**src/hdl/pia_arbiter_map.svh**
```systemverilog
// Register offsets, field positions, masks and source numbers of the interrupt arbiter
`ifndef PIA_ARBITER_MAP_SVH
`define PIA_ARBITER_MAP_SVH

// Word offsets on the peripheral bus
`define PIA_OFS_PRIO_0      5'h00
`define PIA_OFS_PRIO_1      5'h01
`define PIA_OFS_PRIO_2      5'h02
`define PIA_OFS_PRIO_3      5'h03
`define PIA_OFS_PRIO_4      5'h04
`define PIA_OFS_VBASE       5'h05
`define PIA_OFS_FMATCH_0    5'h06
`define PIA_OFS_FVLOW_0     5'h07
`define PIA_OFS_FVHIGH_0    5'h08
`define PIA_OFS_FMATCH_1    5'h09
`define PIA_OFS_FVLOW_1     5'h0A
`define PIA_OFS_FVHIGH_1    5'h0B
`define PIA_OFS_PEND_0      5'h0C
`define PIA_OFS_PEND_1      5'h0D
`define PIA_OFS_PEND_2      5'h0E
`define PIA_OFS_CTRL        5'h12

// Priority register that holds each level field
`define PIA_IDX_PRIO_0      3'h0
`define PIA_IDX_PRIO_1      3'h1

// Writable bits of the priority registers; reserved bits hold zero
`define PIA_MASK_PRIO_0     16'hC3FF
`define PIA_MASK_PRIO_1     16'hFCFF
`define PIA_MASK_PRIO_2     16'hF3FF
`define PIA_MASK_PRIO_3     16'hFFF0
`define PIA_MASK_PRIO_4     16'h00FF
`define PIA_RESET_VALUE     16'h0000

// Low bit of each two-bit level field
`define PIA_LSB_LOW_VOLT    4'hE
`define PIA_LSB_DBG_RX      4'h8
`define PIA_LSB_DBG_TX      4'h6
`define PIA_LSB_DBG_TRACE   4'h4
`define PIA_LSB_DBG_BKPT    4'h2
`define PIA_LSB_DBG_STEP    4'h0
`define PIA_LSB_PORT_B      4'hE
`define PIA_LSB_PORT_C      4'hC
`define PIA_LSB_PORT_D      4'hA
`define PIA_LSB_FL_EMPTY    4'h6
`define PIA_LSB_FL_DONE     4'h4
`define PIA_LSB_FL_ERR      4'h2
`define PIA_LSB_SYNTH       4'h0

// Source numbers, which are also the vector numbers
`define PIA_SRC_DBG_STEP    6'h01
`define PIA_SRC_DBG_BKPT    6'h02
`define PIA_SRC_DBG_TRACE   6'h03
`define PIA_SRC_DBG_TX      6'h04
`define PIA_SRC_DBG_RX      6'h05
`define PIA_SRC_LOW_VOLT    6'h06
`define PIA_SRC_SYNTH       6'h07
`define PIA_SRC_FL_ERR      6'h08
`define PIA_SRC_FL_DONE     6'h09
`define PIA_SRC_FL_EMPTY    6'h0A
`define PIA_SRC_PORT_D      6'h0B
`define PIA_SRC_PORT_C      6'h0C
`define PIA_SRC_PORT_B      6'h0D

// Level codes and the fast-service level
`define PIA_CODE_OFF        2'h0
`define PIA_LEVEL_FAST      2'h2

`endif

```
**src/hdl/pia_pkg.sv**
```systemverilog
// Types shared by the interrupt arbiter and its users
package pia_pkg;

  // One access on the peripheral register bus
  typedef struct packed {
    logic        wr;
    logic        rd;
    logic [4:0]  addr;
    logic [15:0] wdata;
  } pia_bus_req_t;

  // Request presented to the processor core
  typedef struct packed {
    logic        req;
    logic        fast;
    logic [1:0]  level;
    logic [6:0]  vector;
    logic [20:0] addr;
  } pia_present_t;

  // Presentation state, Gray along idle -> show
  typedef enum logic [0:0] {
    PIA_ST_IDLE = 1'b0,
    PIA_ST_SHOW = 1'b1
  } pia_state_t;

endpackage

```
**src/hdl/pia_interrupt_arbiter.sv**
```systemverilog
// Priority interrupt arbiter: level registers, arbitration, vector presentation and wake request
`timescale 1ns/1ps
`include "pia_arbiter_map.svh"

// How it works
// - Arbitration runs from reset onward with no enabling step.
// - In wait or stop, a pending enabled request raises the wake output.
// - Only sources enabled before low-power entry may wake; software enables them first.
// - Sixteen registers decoded as a word offset from the block's base.
// - Priority 0-4 at 0-4, vector base at 5, fast channels at 6-8, 9-B.
// - Pending words at C, D, E and control at 12; other offsets reserved.
// - Priority 0 bits 15:14 set low-voltage level; 00 off, else levels 0-2.
// - Reserved priority bits read zero and ignore writes.
// - Priority 0 bits 9:8 set debug receive-full level; 00 off, else 1-3.
// - Priority 0 bits 7:6 set debug transmit-empty level; 00 off, else 1-3.
// - Priority 0 bits 5:4 set debug trace-buffer level; 00 off, else 1-3.
// - Priority 0 bits 3:2 set debug breakpoint level; 00 off, else 1-3.
// - Priority 0 bits 1:0 set debug step-counter level; 00 off, else 1-3.
// - Priority 1 bits 15:14 set port B pin level; 00 off, else 0-2.
// - Priority 1 bits 13:12 set port C pin level; 00 off, else 0-2.
// - Priority 1 bits 11:10 set port D pin level; 00 off, else 0-2.
// - Priority 1 bits 7:6 set flash buffers-empty level; 00 off, else 0-2.
// - Priority 1 bits 5:4 set flash command-done level; 00 off, else 0-2.
// - Priority 1 bits 3:2 set flash error level; 00 off, else 0-2.
// - All level fields reset to 00, every source disabled.
// - Priority 1 bits 1:0 set clock-synth lock level; 00 off, else 0-2.
// - Highest level wins; within a level the lowest source number wins.
// - Normal vector address is vector base joined with the vector number.
// - Level 2 winner matching a fast channel gets that channel's address.
module pia_interrupt_arbiter #(
  parameter int NSRC = 46,
  parameter int NFLD = 13
) (
  input  wire logic                  clk_sys_i,
  input  wire logic                  rst_n_i,
  input  wire pia_pkg::pia_bus_req_t bus_i,
  output logic [15:0]                rdata_o,
  input  wire logic [NSRC-1:0]       irq_i,
  input  wire logic                  low_power_i,
  input  wire logic                  core_ack_i,
  output pia_pkg::pia_present_t      present_o,
  output logic                       wake_o
);

  // Field table: register index, low bit, source number, debug encoding
  // Only these thirteen sources own a field; the other lines never win
  localparam logic [2:0] FLD_REG [NFLD] = '{
    `PIA_IDX_PRIO_0, // Low voltage
    `PIA_IDX_PRIO_0, // Debug receive full
    `PIA_IDX_PRIO_0, // Debug transmit empty
    `PIA_IDX_PRIO_0, // Debug trace buffer
    `PIA_IDX_PRIO_0, // Debug breakpoint
    `PIA_IDX_PRIO_0, // Debug step counter
    `PIA_IDX_PRIO_1, // Port B pins
    `PIA_IDX_PRIO_1, // Port C pins
    `PIA_IDX_PRIO_1, // Port D pins
    `PIA_IDX_PRIO_1, // Flash buffers empty
    `PIA_IDX_PRIO_1, // Flash command done
    `PIA_IDX_PRIO_1, // Flash error
    `PIA_IDX_PRIO_1  // Clock synth lock
  };
  localparam logic [3:0] FLD_LSB [NFLD] = '{
    `PIA_LSB_LOW_VOLT,
    `PIA_LSB_DBG_RX,
    `PIA_LSB_DBG_TX,
    `PIA_LSB_DBG_TRACE,
    `PIA_LSB_DBG_BKPT,
    `PIA_LSB_DBG_STEP,
    `PIA_LSB_PORT_B,
    `PIA_LSB_PORT_C,
    `PIA_LSB_PORT_D,
    `PIA_LSB_FL_EMPTY,
    `PIA_LSB_FL_DONE,
    `PIA_LSB_FL_ERR,
    `PIA_LSB_SYNTH
  };
  localparam logic [5:0] FLD_SRC [NFLD] = '{
    `PIA_SRC_LOW_VOLT,
    `PIA_SRC_DBG_RX,
    `PIA_SRC_DBG_TX,
    `PIA_SRC_DBG_TRACE,
    `PIA_SRC_DBG_BKPT,
    `PIA_SRC_DBG_STEP,
    `PIA_SRC_PORT_B,
    `PIA_SRC_PORT_C,
    `PIA_SRC_PORT_D,
    `PIA_SRC_FL_EMPTY,
    `PIA_SRC_FL_DONE,
    `PIA_SRC_FL_ERR,
    `PIA_SRC_SYNTH
  };
  // Debug fields start at level 1, all others at level 0
  localparam logic FLD_DBG [NFLD] = '{
    1'b0, // Low voltage
    1'b1, // Debug receive full
    1'b1, // Debug transmit empty
    1'b1, // Debug trace buffer
    1'b1, // Debug breakpoint
    1'b1, // Debug step counter
    1'b0, // Port B pins
    1'b0, // Port C pins
    1'b0, // Port D pins
    1'b0, // Flash buffers empty
    1'b0, // Flash command done
    1'b0, // Flash error
    1'b0  // Clock synth lock
  };

  // Writable mask per priority register
  localparam logic [15:0] PRIO_MASK [5] = '{
    `PIA_MASK_PRIO_0,
    `PIA_MASK_PRIO_1,
    `PIA_MASK_PRIO_2,
    `PIA_MASK_PRIO_3,
    `PIA_MASK_PRIO_4
  };

  // Register storage
  logic [15:0]           prio_q [5];
  logic [15:0]           vbase_q;
  logic [15:0]           fmatch_q [2];
  logic [15:0]           fvlow_q [2];
  logic [15:0]           fvhigh_q [2];
  logic [15:0]           rdata_q;
  logic [15:0]           rdata_d;

  // Arbitration signals
  logic [1:0]            fcode [NFLD];
  logic [1:0]            flvl [NFLD];
  logic [NFLD-1:0]       fen;
  logic [NFLD-1:0]       factive;
  logic                  best_hit;
  logic [1:0]            best_lvl;
  logic [5:0]            best_src;
  logic                  fast0_hit;
  logic                  fast1_hit;
  logic [20:0]           addr_d;

  // Presentation and wake state
  pia_pkg::pia_state_t   state_q;
  pia_pkg::pia_present_t present_q;
  logic                  lp_q;
  logic [NFLD-1:0]       wake_mask_q;
  logic                  wake_q;
  logic [47:0]           pend_w;

  // Field decode: 00 disables; debug codes map to 1-3, the rest to 0-2
  // Non-debug codes shift down one, so 01 is level 0
  genvar k;
  generate
    for (k = 0; k < NFLD; k++)
    begin : g_field
      assign fcode[k]   = prio_q[FLD_REG[k]][FLD_LSB[k] +: 2];
      assign fen[k]     = (fcode[k] != `PIA_CODE_OFF);
      assign flvl[k]    = FLD_DBG[k] ? fcode[k] : fcode[k] - 2'h1;
      assign factive[k] = fen[k] & irq_i[FLD_SRC[k]];
    end
  endgenerate

  // Winner search; ties at a level go to the lower source number
  // Level compare first; the source number only breaks ties
  always_comb
  begin
    best_hit = 1'b0;
    best_lvl = 2'h0;
    best_src = 6'h00;
    for (int i = 0; i < NFLD; i++)
    begin
      if (factive[i] && (!best_hit || flvl[i] > best_lvl ||
          (flvl[i] == best_lvl && FLD_SRC[i] < best_src)))
      begin
        best_hit = 1'b1;
        best_lvl = flvl[i];
        best_src = FLD_SRC[i];
      end
    end
  end

  // Fast channels only apply at level 2; channel 0 beats channel 1
  // Both channels matching one vector is legal; the lower channel wins
  assign fast0_hit = best_lvl == `PIA_LEVEL_FAST && fmatch_q[0][6:0] == {1'b0, best_src};
  assign fast1_hit = best_lvl == `PIA_LEVEL_FAST && fmatch_q[1][6:0] == {1'b0, best_src};

  // Vector address source select
  // The six-bit source is padded to the seven-bit vector field
  always_comb
  begin
    if (fast0_hit)
    begin
      addr_d = {fvhigh_q[0][4:0], fvlow_q[0]};
    end
    else if (fast1_hit)
    begin
      addr_d = {fvhigh_q[1][4:0], fvlow_q[1]};
    end
    else
    begin
      addr_d = {vbase_q[13:0], 1'b0, best_src};
    end
  end

  // Priority registers; reserved bits never store
  // Masking on write keeps reserved bits zero in the flops themselves
  always_ff @(posedge clk_sys_i)
  begin
    if (!rst_n_i)
    begin
      for (int r = 0; r < 5; r++)
      begin
        prio_q[r] <= `PIA_RESET_VALUE;
      end
    end
    else if (bus_i.wr && bus_i.addr <= `PIA_OFS_PRIO_4)
    begin
      prio_q[bus_i.addr[2:0]] <= bus_i.wdata & PRIO_MASK[bus_i.addr[2:0]];
    end
  end

  // Vector base and fast channel registers
  // All sixteen bits stored; only the low bits reach the address
  always_ff @(posedge clk_sys_i)
  begin
    if (!rst_n_i)
    begin
      vbase_q <= `PIA_RESET_VALUE;
      for (int c = 0; c < 2; c++)
      begin
        fmatch_q[c] <= `PIA_RESET_VALUE;
        fvlow_q[c]  <= `PIA_RESET_VALUE;
        fvhigh_q[c] <= `PIA_RESET_VALUE;
      end
    end
    else if (bus_i.wr)
    begin
      case (bus_i.addr)
        `PIA_OFS_VBASE:    vbase_q     <= bus_i.wdata;
        `PIA_OFS_FMATCH_0: fmatch_q[0] <= bus_i.wdata;
        `PIA_OFS_FVLOW_0:  fvlow_q[0]  <= bus_i.wdata;
        `PIA_OFS_FVHIGH_0: fvhigh_q[0] <= bus_i.wdata;
        `PIA_OFS_FMATCH_1: fmatch_q[1] <= bus_i.wdata;
        `PIA_OFS_FVLOW_1:  fvlow_q[1]  <= bus_i.wdata;
        `PIA_OFS_FVHIGH_1: fvhigh_q[1] <= bus_i.wdata;
        default:           vbase_q     <= vbase_q;
      endcase
    end
  end

  // Pending view of every source line, bit n is source n
  // Live lines, not latched: a pending bit drops with its source
  assign pend_w = {{(48 - NSRC){1'b0}}, irq_i};

  // Read mux; reserved and unused offsets read zero
  // Pending and control offsets are read-only; writes there fall through
  always_comb
  begin
    case (bus_i.addr)
      `PIA_OFS_PRIO_0:   rdata_d = prio_q[0];
      `PIA_OFS_PRIO_1:   rdata_d = prio_q[1];
      `PIA_OFS_PRIO_2:   rdata_d = prio_q[2];
      `PIA_OFS_PRIO_3:   rdata_d = prio_q[3];
      `PIA_OFS_PRIO_4:   rdata_d = prio_q[4];
      `PIA_OFS_VBASE:    rdata_d = vbase_q;
      `PIA_OFS_FMATCH_0: rdata_d = fmatch_q[0];
      `PIA_OFS_FVLOW_0:  rdata_d = fvlow_q[0];
      `PIA_OFS_FVHIGH_0: rdata_d = fvhigh_q[0];
      `PIA_OFS_FMATCH_1: rdata_d = fmatch_q[1];
      `PIA_OFS_FVLOW_1:  rdata_d = fvlow_q[1];
      `PIA_OFS_FVHIGH_1: rdata_d = fvhigh_q[1];
      `PIA_OFS_PEND_0:   rdata_d = pend_w[15:0];
      `PIA_OFS_PEND_1:   rdata_d = pend_w[31:16];
      `PIA_OFS_PEND_2:   rdata_d = pend_w[47:32];
      `PIA_OFS_CTRL:     rdata_d = {wake_q, present_q.level, present_q.fast, 4'h0,
                                    present_q.req, present_q.vector};
      default:           rdata_d = 16'h0000;
    endcase
  end

  // Read data is registered so the bus sees a flop output
  // Holding between reads lets a slow master sample late
  always_ff @(posedge clk_sys_i)
  begin
    if (!rst_n_i)
    begin
      rdata_q <= `PIA_RESET_VALUE;
    end
    else if (bus_i.rd)
    begin
      rdata_q <= rdata_d;
    end
  end

  // Presentation: a shown request is frozen until the core acknowledges it
  // An ack costs one idle cycle, so a new winner settles before it shows
  always_ff @(posedge clk_sys_i)
  begin
    if (!rst_n_i)
    begin
      state_q   <= pia_pkg::PIA_ST_IDLE;
      present_q <= '0;
    end
    else
    begin
      case (state_q)
        pia_pkg::PIA_ST_IDLE:
        begin
          if (best_hit)
          begin
            state_q          <= pia_pkg::PIA_ST_SHOW;
            present_q.req    <= 1'b1;
            present_q.level  <= best_lvl;
            present_q.vector <= {1'b0, best_src};
            present_q.fast   <= fast0_hit | fast1_hit;
            present_q.addr   <= addr_d;
          end
        end
        pia_pkg::PIA_ST_SHOW:
        begin
          // Fields are not reloaded here, so writes cannot tear the vector
          if (core_ack_i)
          begin
            state_q       <= pia_pkg::PIA_ST_IDLE;
            present_q.req <= 1'b0;
          end
        end
        default:
        begin
          state_q   <= pia_pkg::PIA_ST_IDLE;
          present_q <= '0;
        end
      endcase
    end
  end

  // Enable snapshot taken on the cycle low-power mode is entered
  // Trade-off: a field enabled in low power still arbitrates but cannot wake
  always_ff @(posedge clk_sys_i)
  begin
    if (!rst_n_i)
    begin
      lp_q        <= 1'b0;
      wake_mask_q <= '0;
    end
    else
    begin
      lp_q <= low_power_i;
      if (low_power_i && !lp_q)
      begin
        wake_mask_q <= fen;
      end
    end
  end

  // Wake request; a field enabled after entry cannot wake the core
  // Drops the edge after low power ends, so no stale wake is left behind
  always_ff @(posedge clk_sys_i)
  begin
    if (!rst_n_i)
    begin
      wake_q <= 1'b0;
    end
    else
    begin
      wake_q <= low_power_i && lp_q && |(factive & wake_mask_q);
    end
  end

  // Outputs straight from flops
  // Every output is a flop, so the core sees no decode glitches
  assign rdata_o   = rdata_q;
  assign present_o = present_q;
  assign wake_o    = wake_q;

endmodule

```
**config.mk**
```make
export PLATFORM = sky130hd
export DESIGN_NAME = pia_interrupt_arbiter
export DESIGN_NICKNAME = d
export VERILOG_FILES = /design/src/hdl/pia_pkg.sv /design/src/hdl/pia_interrupt_arbiter.sv
export VERILOG_INCLUDE_DIRS = /design/src /design/src/hdl
export SDC_FILE = /design/constraint.sdc
export NUM_CORES = 1
export LEC_CHECK = 0
export ABC_CLOCK_PERIOD_IN_PS = 19100
export BUFFER_PORTS_ARGS = -buffer_cell sky130_fd_sc_hd__clkbuf_2
export CAP_MARGIN = 20
export CELL_PAD_IN_SITES_DETAIL_PLACEMENT = 0
export CELL_PAD_IN_SITES_GLOBAL_PLACEMENT = 1
export CORE_UTILIZATION = 43
export CTS_BUF_LIST = sky130_fd_sc_hd__clkbuf_16
export DETAILED_ROUTE_END_ITERATION = 8
export PLACE_DENSITY = 0.84
export SETUP_SLACK_MARGIN = 0.4
export SKIP_LAST_GASP = 1
export SYNTH_ARGS = -nofsm -noshare
export SYNTH_HDL_FRONTEND = slang
export SYNTH_SLANG_ARGS = --single-unit
export TNS_END_PERCENT = 1
```
**constraint.sdc**
```tcl
create_clock -name clk_sys_i -period 19.1 [get_ports clk_sys_i]
set_input_delay 4.775 -clock clk_sys_i [delete_from_list [all_inputs] [get_ports clk_sys_i]]
set_output_delay 4.775 -clock clk_sys_i [all_outputs]
set_load 0.02 [all_outputs]
```
==> out/summary.txt <==
IO Pins = 122
Register bit total from synthesis = 253
CTS H-Tree Depth = 1
Wire per inst = 25.3 um
# diodes = 0
Worst Path Arrival = 19.64 ns
Final Setup Violations = 18
# DRC = 0
Synth warn = 0
TritonCTS buffer count = 26
Critical-path top delay cell = or3b_1
Total number of vias = 11600
DRT antenna net count = 0
Worst setup slack after layout = -0.106 ns
Vias per inst = 6.25
Worst Max-Slew Pin Slew = 1.14 ns
Syn Std Cell Area = 12800 um^2
Syn Inst Count = 1197
Filler instances = 2524
Peak VDD IR = 0.0605 mV
Initial DRC count = 1287
Vias in the first global route = 11200
Top_reg_cell synth = edfxtp_1
CTS tree = built
Max-slew violation total from the final report = 0
RSZ-0062 raised after global routing = yes
Period Utilization, post-route = 1.01
Number of synthesized flops with an enable pin = 176
Worst Path Required = 19.53 ns
Fin nets = 1554
Core Region = 29000 um^2
DRT Pass-1 Iters = 6
Hold slack = 0.417 ns
Post-DP HPWL = 33600 um
Std-Cell Rows = 62
Die height = 175 um
Failing checks = negative setup slack
Width of the chip = 175 um
Mean post-synth cell area = 10.7 um^2
Clk_lat worst skew = 0.57 ns
Result of the run = finished, violations left
Sequential area share after synthesis = 0.532
Power density over cell area = 118 nW/um^2
Startpoint types = input pin
Bufs on Longest Clock Path = 3
Clock transition at path regs = 0.06 ns
Hold crit path type = register to register
Share of flip-flops with an asynchronous set or reset = 0
CP Capture Type = register
Pwr Total = 1900 uW
Leakage power = 0.00635 uW
Layout Skew = 0.0463 ns
Post-CTS Hold Fix Bufs = 0
Area grow syn2layout = 26.1%
Crit path top cell by count = ha_1
Total gr overflow = 0
Layout cells sized above 1 = 0.268
Final Wtd Congestion = 0.946
GRT Util Overall = 0.305
Register area = 6830 um^2
First-pass GRT wire length = 69800 um
Critical path peak fanout = 7
Final min period = 19.21 ns
Initial cell density of the core = 0.443
Yosys cell types = 84
Initial antenna violation count = 1
Die area = 30600 um^2
Clk root buf = clkbuf_16
Buffers added on ports = 118
WL final = 46900 um
# clock sinks = 253
Max_slew headroom = 0.223
Crit Path Class = input pin to register
FMAX = 52.1 MHz
Largest net degree at the start of global routing = 56
Max-cap violations = 0
Final hold violation count = 0
Slowest stage delay, CP = 0.42 ns
Footprint of the multi-input gates = 6020 um^2
[synthesized netlist by cell type (all sizes together) (22+ instances only)]
library cell    n  share of area
nand2         100          0.029
a22oi          36          0.021
a211oi         25          0.015
nor2           98          0.029
ha             32          0.031
nand3          38          0.015
a21oi          56          0.022
dfxtp          77           0.12
edfxtp        176           0.41
clkbuf         58          0.017
a31oi          27          0.013
o21ai          22         0.0097
and2           54          0.026
a22o           40          0.027
a221oi         42          0.029
inv            40          0.012
and3           63          0.031
[worst paths after layout]
kind                  from            end  slack (ns)  cells past startpoint
max               irq_i[6]  present_o[11]       -0.11                     81
min reg2reg           lp_q         wake_o        0.42                      2
min                   lp_q         wake_o        0.42                      2
max reg2reg  prio_q[0][14]  present_o[11]        3.33                     82
[stage by stage]
| stage | std cells | utilization | setup TNS [ns] | instance area (um^2) | setup slack, ns |
|---|---|---|---|---|---|
| 2_1_floorplan | 1219 | - | -10.82 | 13000 | -0.554 |
| 3_3_place_gp | 1767 | 0.508 | -9.10 | 14700 | -0.453 |
| 3_5_place_dp | 1768 | 0.508 | -21.41 | 14700 | -1.00 |
| 4_1_cts | 1851 | 0.557 | 0 | 16200 | 0.112 |
| 5_1_grt | 1853 | 0.558 | -21.00 | 16200 | -1.05 |
| 6_report | 1853 | 0.558 | -0.741 | 16200 | -0.106 |
[cells by family after synthesis]
group                      synth area share
and+or+nand+nor                       0.173
AOI/OAI and AO/OA                     0.209
DFF                                   0.532
buffers and inverters                0.0343
adders and majority gates            0.0312
muxes                                0.0173
xor gates and xnor gates            0.00273
other                              0.000292
[final cells by class]
cell class / count / area share
Tap cell: 384 / 0.0297
Multi-Input combinational cell: 858 / 0.372
Timing Repair Buffer: 270 / 0.113
Clock inverter: 22 / 0.0142
Sequential cell: 253 / 0.422
Clock buffer: 26 / 0.0402
Inverter: 40 / 0.00927
[worst max-delay path, delay by kind of cell]
| kind | cells | cell delay, ns |
|---|---|---|
| AND/OR/NAND/NOR | 16 | 2.21 |
| multiplexers | 3 | 0.78 |
| AO/OA/AOI/OAI | 44 | 7.90 |
| adder cells (fa/ha/maj) | 12 | 3.25 |
| buffers and inverters | 6 | 0.68 |
[power by group]
group / switching [uW] / leakage [uW] / internal (uW)
combinational: 358 / 0.00360 / 363
clock: 223 / 0.000441 / 304
sequential: 31.6 / 0.00231 / 624
[repair_timing]
action	4_1_cts	5_1_grt
setup endpoints to repair	23	28
cloned	1	0
resized for setup	44	1
buffers inserted	34	0
pin swaps	45	3
[registers in the layout (all words and copies together) (netlist names)]
| signal | count |
|---|---|
| prio_q | 80 |
| wake_o | 1 |
| present_o | 29 |
| fvhigh_q | 32 |
| fmatch_q | 32 |
| wake_mask_q | 13 |
| lp_q | 1 |
| rdata_o | 16 |
| vbase_q | 16 |
| fvlow_q | 32 |
| state_q | 1 |
[routing by layer]
| metal | wire, um | track usage |
|---|---|---|
| met5 | 12 | 0 |
| met4 | 2070 | 0.122 |
| met3 | 4780 | 0.0527 |
| met2 | 21600 | 0.489 |
| met1 | 18400 | 0.409 |
[cells in the final DEF, fill, tap and decap left out, drive strengths merged, types with 7 or more instances in the layout]
cell type	netlist	layout
a211oi	25	25
a21o	8	8
a21oi	56	56
a221oi	42	42
a222oi	9	9
a22o	40	40
a22oi	36	36
a31oi	27	27
and2	54	54
and3	63	63
buf	10	152
clkbuf	58	144
clkinv	0	14
conb	1	23
dfxtp	77	77
edfxtp	176	176
ha	32	32
inv	40	43
mux2i	20	20
nand2	100	100
nand2b	20	20
nand3	38	38
nand4	7	7
nor2	98	98
nor2b	11	11
nor3	15	15
o211ai	7	7
o21a	9	9
o21ai	22	22
o221ai	16	16
(Power assumes the default switching activity.)
